===== src/design/pwm_regs.vh =====
// Register offsets, field positions, reset values and period constants for the PWM block.
// Assumes the including file sits on an 8-bit special function register port of the core.
//
// Functional notes
// - Mode 00: module idle, output held low
// - Mode 01: period 63 ticks, six duty bits
// - Mode 10: period 127 ticks, seven duty bits
// - Mode 11: period 255 ticks, eight duty bits
// - Low six control bits prescale tick rate
// - Duty write takes effect immediately
// - Transitional period average between old, new
// - Duty bits used follow period length
`ifndef PWM_REGS_VH
`define PWM_REGS_VH

// ***********************************************
// Register map
// ***********************************************
`define PWM_PERIOD_CONTROL_ADDR 8'hA9
`define PWM_DUTY_SETTING_ADDR 8'hAA
`define PWM_PERIOD_CONTROL_RESET 8'h00
`define PWM_DUTY_SETTING_RESET 8'h00

// ***********************************************
// Fields of the control register
// ***********************************************
`define PWM_MODE_HI 7
`define PWM_MODE_LO 6
`define PWM_PRESCALE_HI 5
`define PWM_PRESCALE_LO 0

// ***********************************************
// Mode codes and period lengths in ticks
// ***********************************************
`define PWM_MODE_OFF 2'h0
`define PWM_MODE_6BIT 2'h1
`define PWM_MODE_7BIT 2'h2
`define PWM_MODE_8BIT 2'h3
`define PWM_PERIOD_6BIT 8'h3F
`define PWM_PERIOD_7BIT 8'h7F
`define PWM_PERIOD_8BIT 8'hFF

`endif


===== src/design/pwm_prescaler.v =====
// Prescale divider: one-cycle tick every (factor + 1) clocks.
// Assumes factor comes from the register file; a new factor applies at once.
`timescale 1ns/100ps
`default_nettype none
module pwm_prescaler #(
   parameter WIDTH = 6
) (
   // Clock and reset
   input wire ref_clk,
   input wire reset,
   // Control
   input wire run,
   input wire [WIDTH-1:0] factor,
   // Tick output
   output wire tick
);
   reg [WIDTH-1:0] count_r;
   reg [WIDTH-1:0] count_nxt;

   // Tick fires when the count reaches the factor
   assign tick = run && (count_r >= factor);

   // Count up and wrap; >= keeps a lowered factor from stalling the tick
   always @*
   begin
      count_nxt = count_r + {{(WIDTH-1){1'b0}}, 1'b1};
      if (!run || tick)
      begin
         count_nxt = {WIDTH{1'b0}};
      end
   end

   always @(posedge ref_clk)
   begin
      if (reset)
      begin
         count_r <= {WIDTH{1'b0}};
      end
      else
      begin
         count_r <= count_nxt;
      end
   end
endmodule
`default_nettype wire


===== src/design/single_channel_pwm.v =====
// Single-channel PWM with two 8-bit special function registers.
// Holds the register file, the read port, the duty mask and the phase counter.
// Assumes a core SFR port: sfr_addr with one-cycle write and read strobes, same clock.
// Assumes the crystal clock drives ref_clk and the core reset is synchronous to it.
`timescale 1ns/100ps
`default_nettype none
`include "pwm_regs.vh"
module single_channel_pwm (
   // Clock and reset
   input wire ref_clk,
   input wire reset,
   // Special function register port
   input wire [7:0] sfr_addr,
   input wire sfr_wr,
   input wire sfr_rd,
   input wire [7:0] sfr_wdata,
   output reg [7:0] sfr_rdata,
   output reg sfr_hit,
   // PWM output
   output reg pwm_out
);
   // ***********************************************
   // Registers
   // ***********************************************
   reg [7:0] pwm_period_control_r;
   reg [7:0] pwm_duty_setting_r;
   reg [7:0] phase_r;
   reg [7:0] phase_nxt;
   reg [7:0] duty_used;
   reg [7:0] sfr_rdata_nxt;
   reg pwm_nxt;
   wire [1:0] mode;
   wire [5:0] prescale;
   wire running;
   wire tick;
   wire [7:0] last_phase;
   wire sel_control;
   wire sel_duty;

   // ***********************************************
   // Decode helpers
   // ***********************************************
   // Address compare for the control register, used by writes and reads
   function is_control_addr;
      input [7:0] addr;
   begin
      is_control_addr = (addr == `PWM_PERIOD_CONTROL_ADDR);
   end
   endfunction

   // Address compare for the duty register, used by writes and reads
   function is_duty_addr;
      input [7:0] addr;
   begin
      is_duty_addr = (addr == `PWM_DUTY_SETTING_ADDR);
   end
   endfunction

   // Last phase of a period; an idle mode parks the counter at zero
   function [7:0] period_last;
      input [1:0] sel;
   begin
      case (sel)
         `PWM_MODE_6BIT:
         begin
            period_last = `PWM_PERIOD_6BIT - 8'h01;
         end
         `PWM_MODE_7BIT:
         begin
            period_last = `PWM_PERIOD_7BIT - 8'h01;
         end
         `PWM_MODE_8BIT:
         begin
            period_last = `PWM_PERIOD_8BIT - 8'h01;
         end
         default:
         begin
            period_last = 8'h00;
         end
      endcase
   end
   endfunction

   // Control fields; mode zero idles the divider, phase counter and output, registers stay live
   assign mode = pwm_period_control_r[`PWM_MODE_HI:`PWM_MODE_LO];
   assign prescale = pwm_period_control_r[`PWM_PRESCALE_HI:`PWM_PRESCALE_LO];
   assign running = (mode != `PWM_MODE_OFF);
   assign last_phase = period_last(mode);

   // One decode shared by the write and read paths keeps them in step
   assign sel_control = is_control_addr(sfr_addr);
   assign sel_duty = is_duty_addr(sfr_addr);

   // ***********************************************
   // Register file
   // ***********************************************
   // Register writes; the duty value is used live, so no shadow copy
   always @(posedge ref_clk)
   begin
      if (reset)
      begin
         pwm_period_control_r <= `PWM_PERIOD_CONTROL_RESET;
         pwm_duty_setting_r <= `PWM_DUTY_SETTING_RESET;
      end
      else if (sfr_wr)
      begin
         if (sel_control)
         begin
            pwm_period_control_r <= sfr_wdata;
         end
         if (sel_duty)
         begin
            pwm_duty_setting_r <= sfr_wdata;
         end
      end
   end

   // ***********************************************
   // Read port
   // ***********************************************
   // Read mux, registered; other addresses answer zero with no hit
   always @*
   begin
      sfr_rdata_nxt = 8'h00;
      if (sel_control)
      begin
         sfr_rdata_nxt = pwm_period_control_r;
      end
      else if (sel_duty)
      begin
         sfr_rdata_nxt = pwm_duty_setting_r;
      end
   end

   // Data and hit stand one cycle after the strobe, zero otherwise
   always @(posedge ref_clk)
   begin
      if (reset)
      begin
         sfr_rdata <= 8'h00;
         sfr_hit <= 1'b0;
      end
      else
      begin
         sfr_rdata <= sfr_rd ? sfr_rdata_nxt : 8'h00;
         sfr_hit <= sfr_rd && (sel_control || sel_duty);
      end
   end

   // ***********************************************
   // Tick divider
   // ***********************************************
   // One tick every prescale plus one clocks; it idles while the mode is off
   pwm_prescaler #(
      .WIDTH(6)
   ) u_prescaler (
      .ref_clk(ref_clk),
      .reset(reset),
      .run(running),
      .factor(prescale),
      .tick(tick)
   );

   // ***********************************************
   // Duty mask
   // ***********************************************
   // Mask duty to the bits that the period length uses
   always @*
   begin
      case (mode)
         `PWM_MODE_6BIT:
         begin
            duty_used = {2'h0, pwm_duty_setting_r[5:0]};
         end
         `PWM_MODE_7BIT:
         begin
            duty_used = {1'b0, pwm_duty_setting_r[6:0]};
         end
         `PWM_MODE_8BIT:
         begin
            duty_used = pwm_duty_setting_r;
         end
         default:
         begin
            duty_used = 8'h00;
         end
      endcase
   end

   // ***********************************************
   // Phase counter and output
   // ***********************************************
   // Phase counter: period-length phases, each one prescaled tick long.
   // A change between running modes keeps the phase; a phase past the new end wraps next tick.
   // Counter keeps running across duty writes, so a write only moves the
   // compare edge; the transitional period averages between old and new.
   always @*
   begin
      phase_nxt = phase_r;
      if (!running)
      begin
         phase_nxt = 8'h00;
      end
      else if (tick)
      begin
         phase_nxt = (phase_r >= last_phase) ? 8'h00 : phase_r + 8'h01;
      end
      pwm_nxt = running && (phase_nxt < duty_used);
   end

   always @(posedge ref_clk)
   begin
      if (reset)
      begin
         phase_r <= 8'h00;
         pwm_out <= 1'b0;
      end
      else
      begin
         phase_r <= phase_nxt;
         pwm_out <= pwm_nxt;
      end
   end
endmodule
`default_nettype wire


===== config.mk =====
export PLATFORM = sky130hd
export DESIGN_NAME = single_channel_pwm
export DESIGN_NICKNAME = d
export VERILOG_FILES = /design/src/design/pwm_prescaler.v /design/src/design/single_channel_pwm.v
export VERILOG_INCLUDE_DIRS = /design/src /design/src/design
export SDC_FILE = /design/constraint.sdc
export NUM_CORES = 1
export LEC_CHECK = 0
export BUFFER_PORTS_ARGS = -buffer_cell sky130_fd_sc_hd__buf_2
export CORE_ASPECT_RATIO = 2
export CORE_UTILIZATION = 50
export CTS_CLUSTER_SIZE = 24
export DETAILED_ROUTE_END_ITERATION = 8
export PLACE_DENSITY = 0.75
export SKIP_CTS_REPAIR_TIMING = 1
export SLEW_MARGIN = 5
export SYNTH_ARGS = -nofsm -noshare
export SYNTH_HDL_FRONTEND = slang
export SYNTH_SLANG_ARGS = --single-unit

===== constraint.sdc =====
create_clock -name ref_clk -period 3.2 [get_ports ref_clk]
set_input_delay 0.32 -clock ref_clk [delete_from_list [all_inputs] [get_ports ref_clk]]
set_output_delay 0.32 -clock ref_clk [all_outputs]
set_load 0.02 [all_outputs]

-- After elaboration in Yosys (flattened, before gate mapping)
Cells that the tools add are included.
- input bits: 20
- flip-flop bits (word level): 40
- $add $sub $neg: 2
- eq/ne operators: 5
- bitwise operators: 1
- muxes and demuxes: 7
- reductions and logical operators: 11
- $lt $le $gt $ge: 3
- operators with widths (cell ; count):
    one-hot mux 8 bit (3 select lines) ; 2
    2-to-1 mux 8 bit ; 5
    equality test 8 bit, second input constant ; 2
    adder 8 x 1 -> 8 bit, second input constant ; 1
    >= comparator 8 bit ; 1
    less-than comparator 8 bit ; 1
    adder 6 x 1 -> 6 bit, second input constant ; 1
    >= comparator 6 bit ; 1
    equality test 2 bit, second input constant ; 2
    AND reduction 2 bit ; 2
    OR reduction 2 bit ; 2
    logical AND 1 bit ; 3
    equality test 2 x 1 -> 1 bit, second input constant ; 1
    logical OR 1 bit ; 2
    nonzero test 2 bit ; 1
    zero test 1 bit ; 1
    inverter 1 bit ; 1

-- Logic depth before layout (Yosys ltp)
Gate-level depths: netlist (run 1).
- word-level depth: 8
- depth in mapped cells: 16

-- Hierarchy
Synthesis (run 1) repeated with hierarchy kept, for this count alone.
- cells, all modules: 232
- area, all modules: 2088.3 um2
- by module, submodules not included (module ; sequential area each (um2) ; times used ; cells an instance ; area an instance (um2)):
    single_channel_pwm ; 680.7 ; 1 ; 188 ; 1677.9
    pwm_prescaler ; 120.1 ; 1 ; 44 ; 410.4

-- Least setup slack after synthesis (run 1)
No wires, ideal clock.
- path kind: register to register
- start: register pwm_period_control_r[7]
- end: register pwm_out
- buffers on the path: 2
- required time: 3.116 ns
- stages on the path, launching flop included: 17
- arrival: 3.084 ns
- period minus slack after synthesis: 3.168 ns
- slack: 0.032 ns
- path through: dfxtp_1 > buf_2 > nor2_1 > inv_2 > buf_2 > ha_1 > nand2b_1 > a211oi_4 > nor3_2 > and3_4 > a22o_1 > ha_1 > a211oi_1 > nor2_1 > nor4_1 > nand3_1 > o31ai_2
- cells in the longest elaborated chain, start to end: 8
- elaborated cells between the ends (all ways): 13
- classes of those cells: order compare: 2; eq/ne: 3; mux: 5; reduce/logical: 3
- RTL lines (item ; RTL line ; RTL):
    start, declared ; single_channel_pwm.v:25 ; reg [7:0] pwm_period_control_r;
    start signal, assigned ; single_channel_pwm.v:102 ; pwm_period_control_r <= `PWM_PERIOD_CONTROL_RESET;
    start signal, assigned ; single_channel_pwm.v:109 ; pwm_period_control_r <= sfr_wdata;
    equality test 2 bit / equality test 2 x 1 -> 1 bit (equally long branches) ; single_channel_pwm.v:63 ; case (sel)
    one-hot mux 8 bit (3 select lines) ; single_channel_pwm.v:63 ;
    >= comparator 8 bit ; single_channel_pwm.v:206 ; phase_nxt = (phase_r >= last_phase) ? 8'h00 : phase_r + 8'h01;
    2-to-1 mux 8 bit ; single_channel_pwm.v:206 ;
    2-to-1 mux 8 bit ; single_channel_pwm.v:204 ; else if (tick)
    2-to-1 mux 8 bit * ; single_channel_pwm.v:200 ; if (!running)
    named net phase_nxt[5] ; single_channel_pwm.v:28 ; reg [7:0] phase_nxt;
    less-than comparator 8 bit * ; single_channel_pwm.v:208 ; pwm_nxt = running && (phase_nxt < duty_used);
    logical AND 1 bit * ; single_channel_pwm.v:208 ;
    end signal, assigned ; single_channel_pwm.v:221 ; pwm_out <= pwm_nxt;
    end, declared ; single_channel_pwm.v:20 ; output reg pwm_out
Mark *: on every way through the listed nets, which the timed path passes. The rest lies on a longest branch.
A chain may end at the register's enable or synchronous reset.

-- Worst setup path in the final report (run 1)
Ends and elaborated chain as after synthesis.

==> impl_metrics.csv, run 1 <==
group,metric,value,unit
finish,fin_util,61.36,%
placed_design,io_buffer_count,29,
clock_tree,clk_path_buf_depth,2,
finish,final_layout_size_suffix_gt1_share,23.37,%
finish,areaGrowthSynthToFinish,18.11,%
routing,drc_errors,0,
routing,met3_length,156,um
timing,fin_crit,3041,ps
worst_setup_path,rrSetupSlack,160,ps
floorplan,row_count,34,
logic_synthesis,yosysTopAreaCellShare,35.87,%
worst_setup_path,critPathKind,"flip-flop to flip-flop",
timing,hold_violations,0,
clock_tree,cts_tree,"built",
worst_hold_path,whs_path_depth,3,
worst_setup_path,rr_endpoint,"pwm_out$_SDFF_PP0_",
global_routing,grt_start_max_net_pins,20,
routing,routed.top_layer,"met4",
timing,fin_ws,159.2,ps
timing,fin_skew,6.991,ps
logic_synthesis,synthArstFlopShare,0,%
worst_hold_path,min_from,"sfr_wdata[4]",
worst_setup_path,rr_worst_depth,14,
finish,layout_common_cells,"nor2_1 (39), dfxtp_1 (38), buf_2 (29), ha_1 (18), mux2i_1 (16)",
finish,antenna_cells,0,
routing,post_drt_via_cell_ratio,5.835,
floorplan,io_pins,30,
timing,setup_viol,0,
logic_synthesis,yosysSeqAreaShare,35.87,%
global_routing,grt_pass1_vias,2103,
run,maxCapViolations,0,
clock_tree,clk_latency,290,ps
clock_tree,clkSlewWorstSetupHoldPaths,80,ps
worst_setup_path,cp-start-kind,"flip-flop",
worst_setup_path,cp_data_arrival_time,3260,ps
global_routing,gr-total-overflow,0,
timing,tns,0,ps
logic_synthesis,synthCells,253,
routing,wl_per_cell,17.15,um
logic_synthesis,synthDistinctLibCells,47,
worst_hold_path,min_to,"pwm_period_control_r[4]$_SDFFE_PP0P_",
routing,ant_nets,0,
clock_tree,clock-sinks,40,
logic_synthesis,synth_edf_count,0,
global_routing,grt_use_total,26.71,%
worst_hold_path,hold_class,"input port to flip-flop",
clock_tree,root_buffer,"clkbuf_8",
finish,layout.nets,328,
timing,period_share,95.02,%
placed_design,post-place-cells,336,
floorplan,die_y,96.49,um
worst_setup_path,path_max_fanout,6,
timing,tightest_slew,663.9,ps
routing,met2_length,3.353,mm
routing,first_iter_violations,50,
run_status,outcome,"complete, no violations",
power_and_ir_drop,power,0.9350,mW
clock_tree,cts_buffers,5,
routing,drtPass1Iterations,4,
routing,drt_wl_total,5.916,mm
global_routing,antenna_found_initial,0,
power_and_ir_drop,power.density,354.7,nW/um^2
finish,final_common_cell,"nor2_1",
timing,maxSlewViolCount,0,
power_and_ir_drop,p_leak,1.180,nW
worst_setup_path,end_kind,"flip-flop",
logic_synthesis,synth_seq_cells,40,
placed_design,gp_congestion,0.9556,
timing,slew_headroom,55.50,%
logic_synthesis,avgSynthCellArea,8.823,sq um
logic_synthesis,yosys.area.top_type,"dfxtp_1",
floorplan,chipWidth,49.25,um
worst_setup_path,required,3410,ps
floorplan,start_util,51.95,%
worst_setup_path,r2r_start,"pwm_period_control_r[7]$_SDFFE_PP0P_",
routing,num_vias,2013,
floorplan,core_area,4297,sq um
floorplan,die_area,4752,sq um
clock_tree,h-tree-depth,2,
logic_synthesis,synthFlopType,"dfxtp_1",
logic_synthesis,syn_area,2232,sq um
placed_design,dpl.hpwl,4.666,mm
logic_synthesis,synth.area.top_cells,"dfxtp_1 (36%), ha_1 (10%), mux2i_1 (7.2%), nor2_1 (6.9%), a22oi_1 (3.4%)",
power_and_ir_drop,ir_worst_vdd,0.4295,mV
logic_synthesis,synth_warnings,0,
global_routing,grt_first_pass_wirelength,9.349,mm
finish,final_cells,345,
placed_design,dp_worst_setup_slack,23.96,ps
routing,wl_met1,1.978,mm
logic_synthesis,syn_nets,291,
timing,fmax,0.3289,GHz
-- flip-flops by register name, indices dropped and copies added, names as in the netlist --
signal / count
pwm_duty_setting_r: 8
sfr_hit: 1
sfr_rdata: 8
u_prescaler.count_r: 6
phase_r: 8
pwm_period_control_r: 8
pwm_out: 1
-- power by group --
group | total [mW] | switching (mW) | internal (mW)
Clock | 0.413 | 0.182 | 0.231
Sequential | 0.498 | 0.000242 | 0.497
Combinational | 0.0244 | 0.0126 | 0.0118
Total | 0.935 | 0.195 | 0.740
-- worst max path at each step --
stage	startpoint	end	slack [ps]	cells after the start
floorplan	pwm_period_control_r[7]$_SDFFE_PP0P_	pwm_out$_SDFF_PP0_	30	16
detailed placement	pwm_period_control_r[5]$_SDFFE_PP0P_	pwm_out$_SDFF_PP0_	20	13
finish	pwm_period_control_r[7]$_SDFFE_PP0P_	pwm_out$_SDFF_PP0_	160	14
global placement	pwm_period_control_r[5]$_SDFFE_PP0P_	pwm_out$_SDFF_PP0_	100	13
CTS	pwm_period_control_r[5]$_SDFFE_PP0P_	pwm_out$_SDFF_PP0_	0.6	13
global route	pwm_period_control_r[5]$_SDFFE_PP0P_	pwm_out$_SDFF_PP0_	-20	13
-- logic make-up after synthesis --
| family | after synthesis | share of synthesized area, % |
|---|---|---|
| xor gates and xnor gates | 4 | 1.570 |
| buffers and inverters | 22 | 4.092 |
| muxes | 16 | 7.175 |
| DFF | 40 | 35.87 |
| adders and majority gates | 18 | 10.09 |
| AOI/OAI and AO/OA | 55 | 17.71 |
| and+or+nand+nor | 98 | 23.49 |
-- layer usage --
metal | GRT usage, % | up-vias
met5 | 0 | -
met4 | 22.30 | 0
met3 | 4.069 | 31
met2 | 53.88 | 51
met1 | 21.63 | 945
li1 | - | 986
-- cells in the mapped netlist (all sizes together) (3+ instances only) --
cell type	number
clkbuf	3
nand3	10
nand4	3
mux2i	16
a21oi	10
a211oi	4
nor2	41
a22oi	10
o21ai	8
nor3	4
and2	4
nand2	15
inv	11
o31ai	8
a22o	3
a21o	6
dfxtp	40
buf	8
ha	18
nand2b	5
-- cell type report --
cell class                      count  area [sq um]
Timing Repair Buffer               41         235.2
Tap cell                           54         67.56
Sequential cell                    40         803.3
Clock buffer                        5         68.82
Clock inverter                      3         42.54
Fill cell                         394          1660
Inverter                           11         41.29
Multi-Input combinational cell    191          1378
-- stage by stage --
stage | hold WS, ps | cell area, sq um
after detailed placement | 451.4 | 2477
after global routing | 273.2 | 2636
final | 267.0 | 2636
after global placement | 440.6 | 2477
after floorplan | 425.6 | 2232
after CTS | 268.9 | 2589
-- critical path: stages, from the launching register on --
cell	delay [ps]
dfxtp_2	360
nor2_2	140
inv_2	50
ha_1	270
nand2b_1	110
a311oi_1	360
nor3_2	110
and3_4	210
a22o_1	210
ha_1	330
a211oi_2	230
nor2_1	80
nor4_2	160
nand3_1	130
o31ai_2	210
Power figures use the tool's default switching activity.
==> run 2: changes to the inputs <==
--- a/config.mk
+++ b/config.mk
@@ -6,6 +6,7 @@
 export SDC_FILE = /design/constraint.sdc
 export NUM_CORES = 1
 export LEC_CHECK = 0
+export ABC_AREA = 1
 export BUFFER_PORTS_ARGS = -buffer_cell sky130_fd_sc_hd__buf_2
 export CORE_ASPECT_RATIO = 2
 export CORE_UTILIZATION = 50
==> run 2 against run 1 <==
Area after synthesis is 6.4% lower. Core utilization is 0.22 points higher. Design area is 8.4% lower. Combinational power is 19% higher. Via count is 6.0% lower. Global-route usage is 2.6 points lower. Critical path type unchanged. Largest power group unchanged.
==> impl_metrics.csv, run 2 <==
group,metric,value,unit
floorplan,die_y,93.42,um
finish,multi_input_area,1061,sq um
logic_synthesis,synth.most_common_cell,"inv_1",
timing,maxSlewViolCount,0,
placed_design,io_buffer_count,29,
timing,grt_setup_unrepaired,"no",
logic_synthesis,yosysTopAreaCellShare,38.32,%
worst_setup_path,path_common_cell,"nand2_1",
logic_synthesis,netlist_top_cells_count,"inv_1 (55), nand2_1 (50), dfxtp_1 (40)",
worst_setup_path,critPathKind,"flip-flop to flip-flop",
timing,tightest_slew,555.2,ps
routing,num_vias,1892,
logic_synthesis,synthDistinctLibCells,27,
worst_hold_path,hold_class,"input port to flip-flop",
routing,drtPass1Iterations,6,
worst_setup_path,critPathTopFamily,"simple AND/OR/NAND/NOR gates",
finish,layout.nets,357,
timing,setup_viol,0,
floorplan,core_area,3924,sq um
timing,slew_headroom,62.89,%
floorplan,row_count,32,
timing,fin_skew,9.964,ps
logic_synthesis,synth_edf_count,0,
routing,first_iter_violations,25,
logic_synthesis,synth_warnings,0,
timing,fin_crit,2812,ps
floorplan,chipWidth,47.71,um
power_and_ir_drop,power,0.9537,mW
global_routing,grt_use_total,24.10,%
logic_synthesis,synth_seq_cells,40,
finish,final_common_cell,"inv_1",
timing,fmax,0.3556,GHz
logic_synthesis,avgSynthCellArea,7.332,sq um
worst_setup_path,required,3440,ps
logic_synthesis,yosysSeqAreaShare,38.32,%
placed_design,dpl.hpwl,3.528,mm
clock_tree,cts_buffers,5,
finish,regArea,800.8,sq um
finish,layout_common_cells,"inv_1 (55), nand2_1 (50), dfxtp_1 (40), buf_2 (29), a21oi_1 (25)",
timing,hold_violations,0,
run_status,outcome,"complete, no violations",
floorplan,start_util,53.25,%
worst_setup_path,end_kind,"flip-flop",
worst_setup_path,path_max_fanout,4,
logic_synthesis,synthArstFlopShare,0,%
routing,drc_errors,0,
finish,antenna_cells,0,
power_and_ir_drop,p_leak,1.014,nW
clock_tree,clk_latency,300,ps
logic_synthesis,yosys.area.top_type,"dfxtp_1",
logic_synthesis,syn_area,2090,sq um
clock_tree,h-tree-depth,2,
logic_synthesis,synthCells,285,
clock_tree,clk_path_buf_depth,2,
worst_setup_path,cp_data_arrival_time,3050,ps
worst_setup_path,critPathMaxStageDelay,420,ps
routing,drt_wl_total,4.482,mm
placed_design,gp_congestion,0.8506,
run,maxCapViolations,0,
global_routing,grt_start_max_net_pins,19,
global_routing,antenna_found_initial,0,
worst_setup_path,crit_chain,"inv_1 -> ha_1 -> nand2_1 -> nor2_1 -> nand2_1 -> nand2_1 -> nand2_2 -> inv_1 -> nand3_2 -> nor2_2 -> nand2_1 -> nor2_1 -> nor2_1 -> ha_1 -> a2111oi_1 -> nand3_1 -> a21oi_2",
worst_setup_path,cp-start-kind,"flip-flop",
power_and_ir_drop,power.density,394.7,nW/um^2
timing,tns,0,ps
clock_tree,clkSlewWorstSetupHoldPaths,90,ps
worst_setup_path,critPathBufInv,2,
timing,period_share,87.88,%
global_routing,grt_first_pass_wirelength,7.797,mm
floorplan,io_pins,30,
finish,areaGrowthSynthToFinish,15.63,%
finish,nFillCells,413,
clock_tree,root_buffer,"clkbuf_8",
global_routing,grt_pass1_vias,1942,
floorplan,die_area,4457,sq um
global_routing,gr-total-overflow,0,
power_and_ir_drop,ir_worst_vdd,0.4254,mV
finish,final_layout_size_suffix_gt1_share,17.81,%
logic_synthesis,synth.area.top_cells,"dfxtp_1 (38%), ha_1 (11%), inv_1 (9.9%), nand2_1 (9.0%), a21oi_1 (6.0%)",
clock_tree,cts_tree,"built",
logic_synthesis,syn_nets,323,
logic_synthesis,synthFlopType,"dfxtp_1",
clock_tree,clock-sinks,40,
worst_setup_path,slowest_stage,"a2111oi_1",
routing,ant_nets,0,
routing,wl_per_cell,12.08,um
routing,post_drt_via_cell_ratio,5.100,
## run 2: cell count changes in the layout (fill, tap and decap cells not counted), sizes merged, moves of 10 or more
cell   before  now
a21oi      10   27
nand2      15   52
mux2i      16    0
nor2       41   28
inv        11   57
buf        41   31
o21ai       8   21
## run 2: cells by family after synthesis
family	count (synthesis)	share of synthesized area, %
compound gates	60	15.93
xor+xnor	3	1.258
fa+ha+maj	18	10.78
buf+inv	61	10.96
flops	40	38.32
simple gates	103	22.75
## run 2: final timing paths
kind | cells after the start | endpoint | slack, ps | from
max | 17 | pwm_out$_SDFF_PP0_ | 390 | pwm_period_control_r[5]$_SDFFE_PP0P_
min | 3 | pwm_period_control_r[7]$_SDFFE_PP0P_ | 320 | sfr_wdata[7]
max reg2reg | 17 | pwm_out$_SDFF_PP0_ | 390 | pwm_period_control_r[5]$_SDFFE_PP0P_
min reg2reg | 1 | u_prescaler.count_r[0]$_SDFF_PP0_ | 470 | u_prescaler.count_r[0]$_SDFF_PP0_
## run 2: report_power, final
| part | internal, mW | leakage (nW) | switching (mW) | total [mW] |
|---|---|---|---|---|
| Clock | 0.235 | 0.0583 | 0.192 | 0.427 |
| Combinational | 0.0120 | 0.633 | 0.0170 | 0.0290 |
| Sequential | 0.498 | 0.322 | 0.000268 | 0.498 |
| Total | 0.745 | 1.01 | 0.209 | 0.954 |
## run 2: stage by stage
step	util, %	hold slack (ps)	cell area (sq um)	worst slack, ps	cells
3_3_place_gp	58.58	442.3	2298	524.5	363
3_5_place_dp	58.58	462.0	2298	385.1	363
2_1_floorplan	-	429.7	2090	668.4	285
5_1_grt	61.58	340.2	2416	35.83	371
6_report	61.58	315.6	2416	388.0	371
4_1_cts	61.54	310.5	2415	340.4	371
## run 2: worst register-to-register path, delay by kind of cell (launching register included)
| kind | cells | cell delay [ps] |
|---|---|---|
| AND/OR/NAND/NOR | 11 | 1120 |
| adder cells (fa/ha/maj) | 2 | 640 |
| AO/OA/AOI/OAI | 2 | 530 |
| flip-flops | 1 | 320 |
| buffers and inverters | 2 | 150 |
## run 2: layer usage
layer  part of all wire, %  vias up  GRT usage [%]  wire, um
met2                    58       22          43.58      2584
met3                   2.3       16          4.054       105
met5                     0        -              0         0
met4                   3.9        0          12.50       177
li1                      -      988              -         -
met1                    36      866          23.70      1614
## run 2: area by class of cell
| cell class | count | share of cell area [%] |
|---|---|---|
| flip-flops and latches | 40 | 33.14 |
| multi-input cells | 184 | 43.92 |
| well taps | 51 | 2.641 |
| clock buffers | 5 | 2.848 |
| inverters | 57 | 8.855 |
| clock inverters | 3 | 1.968 |
| repair buffers | 31 | 6.629 |
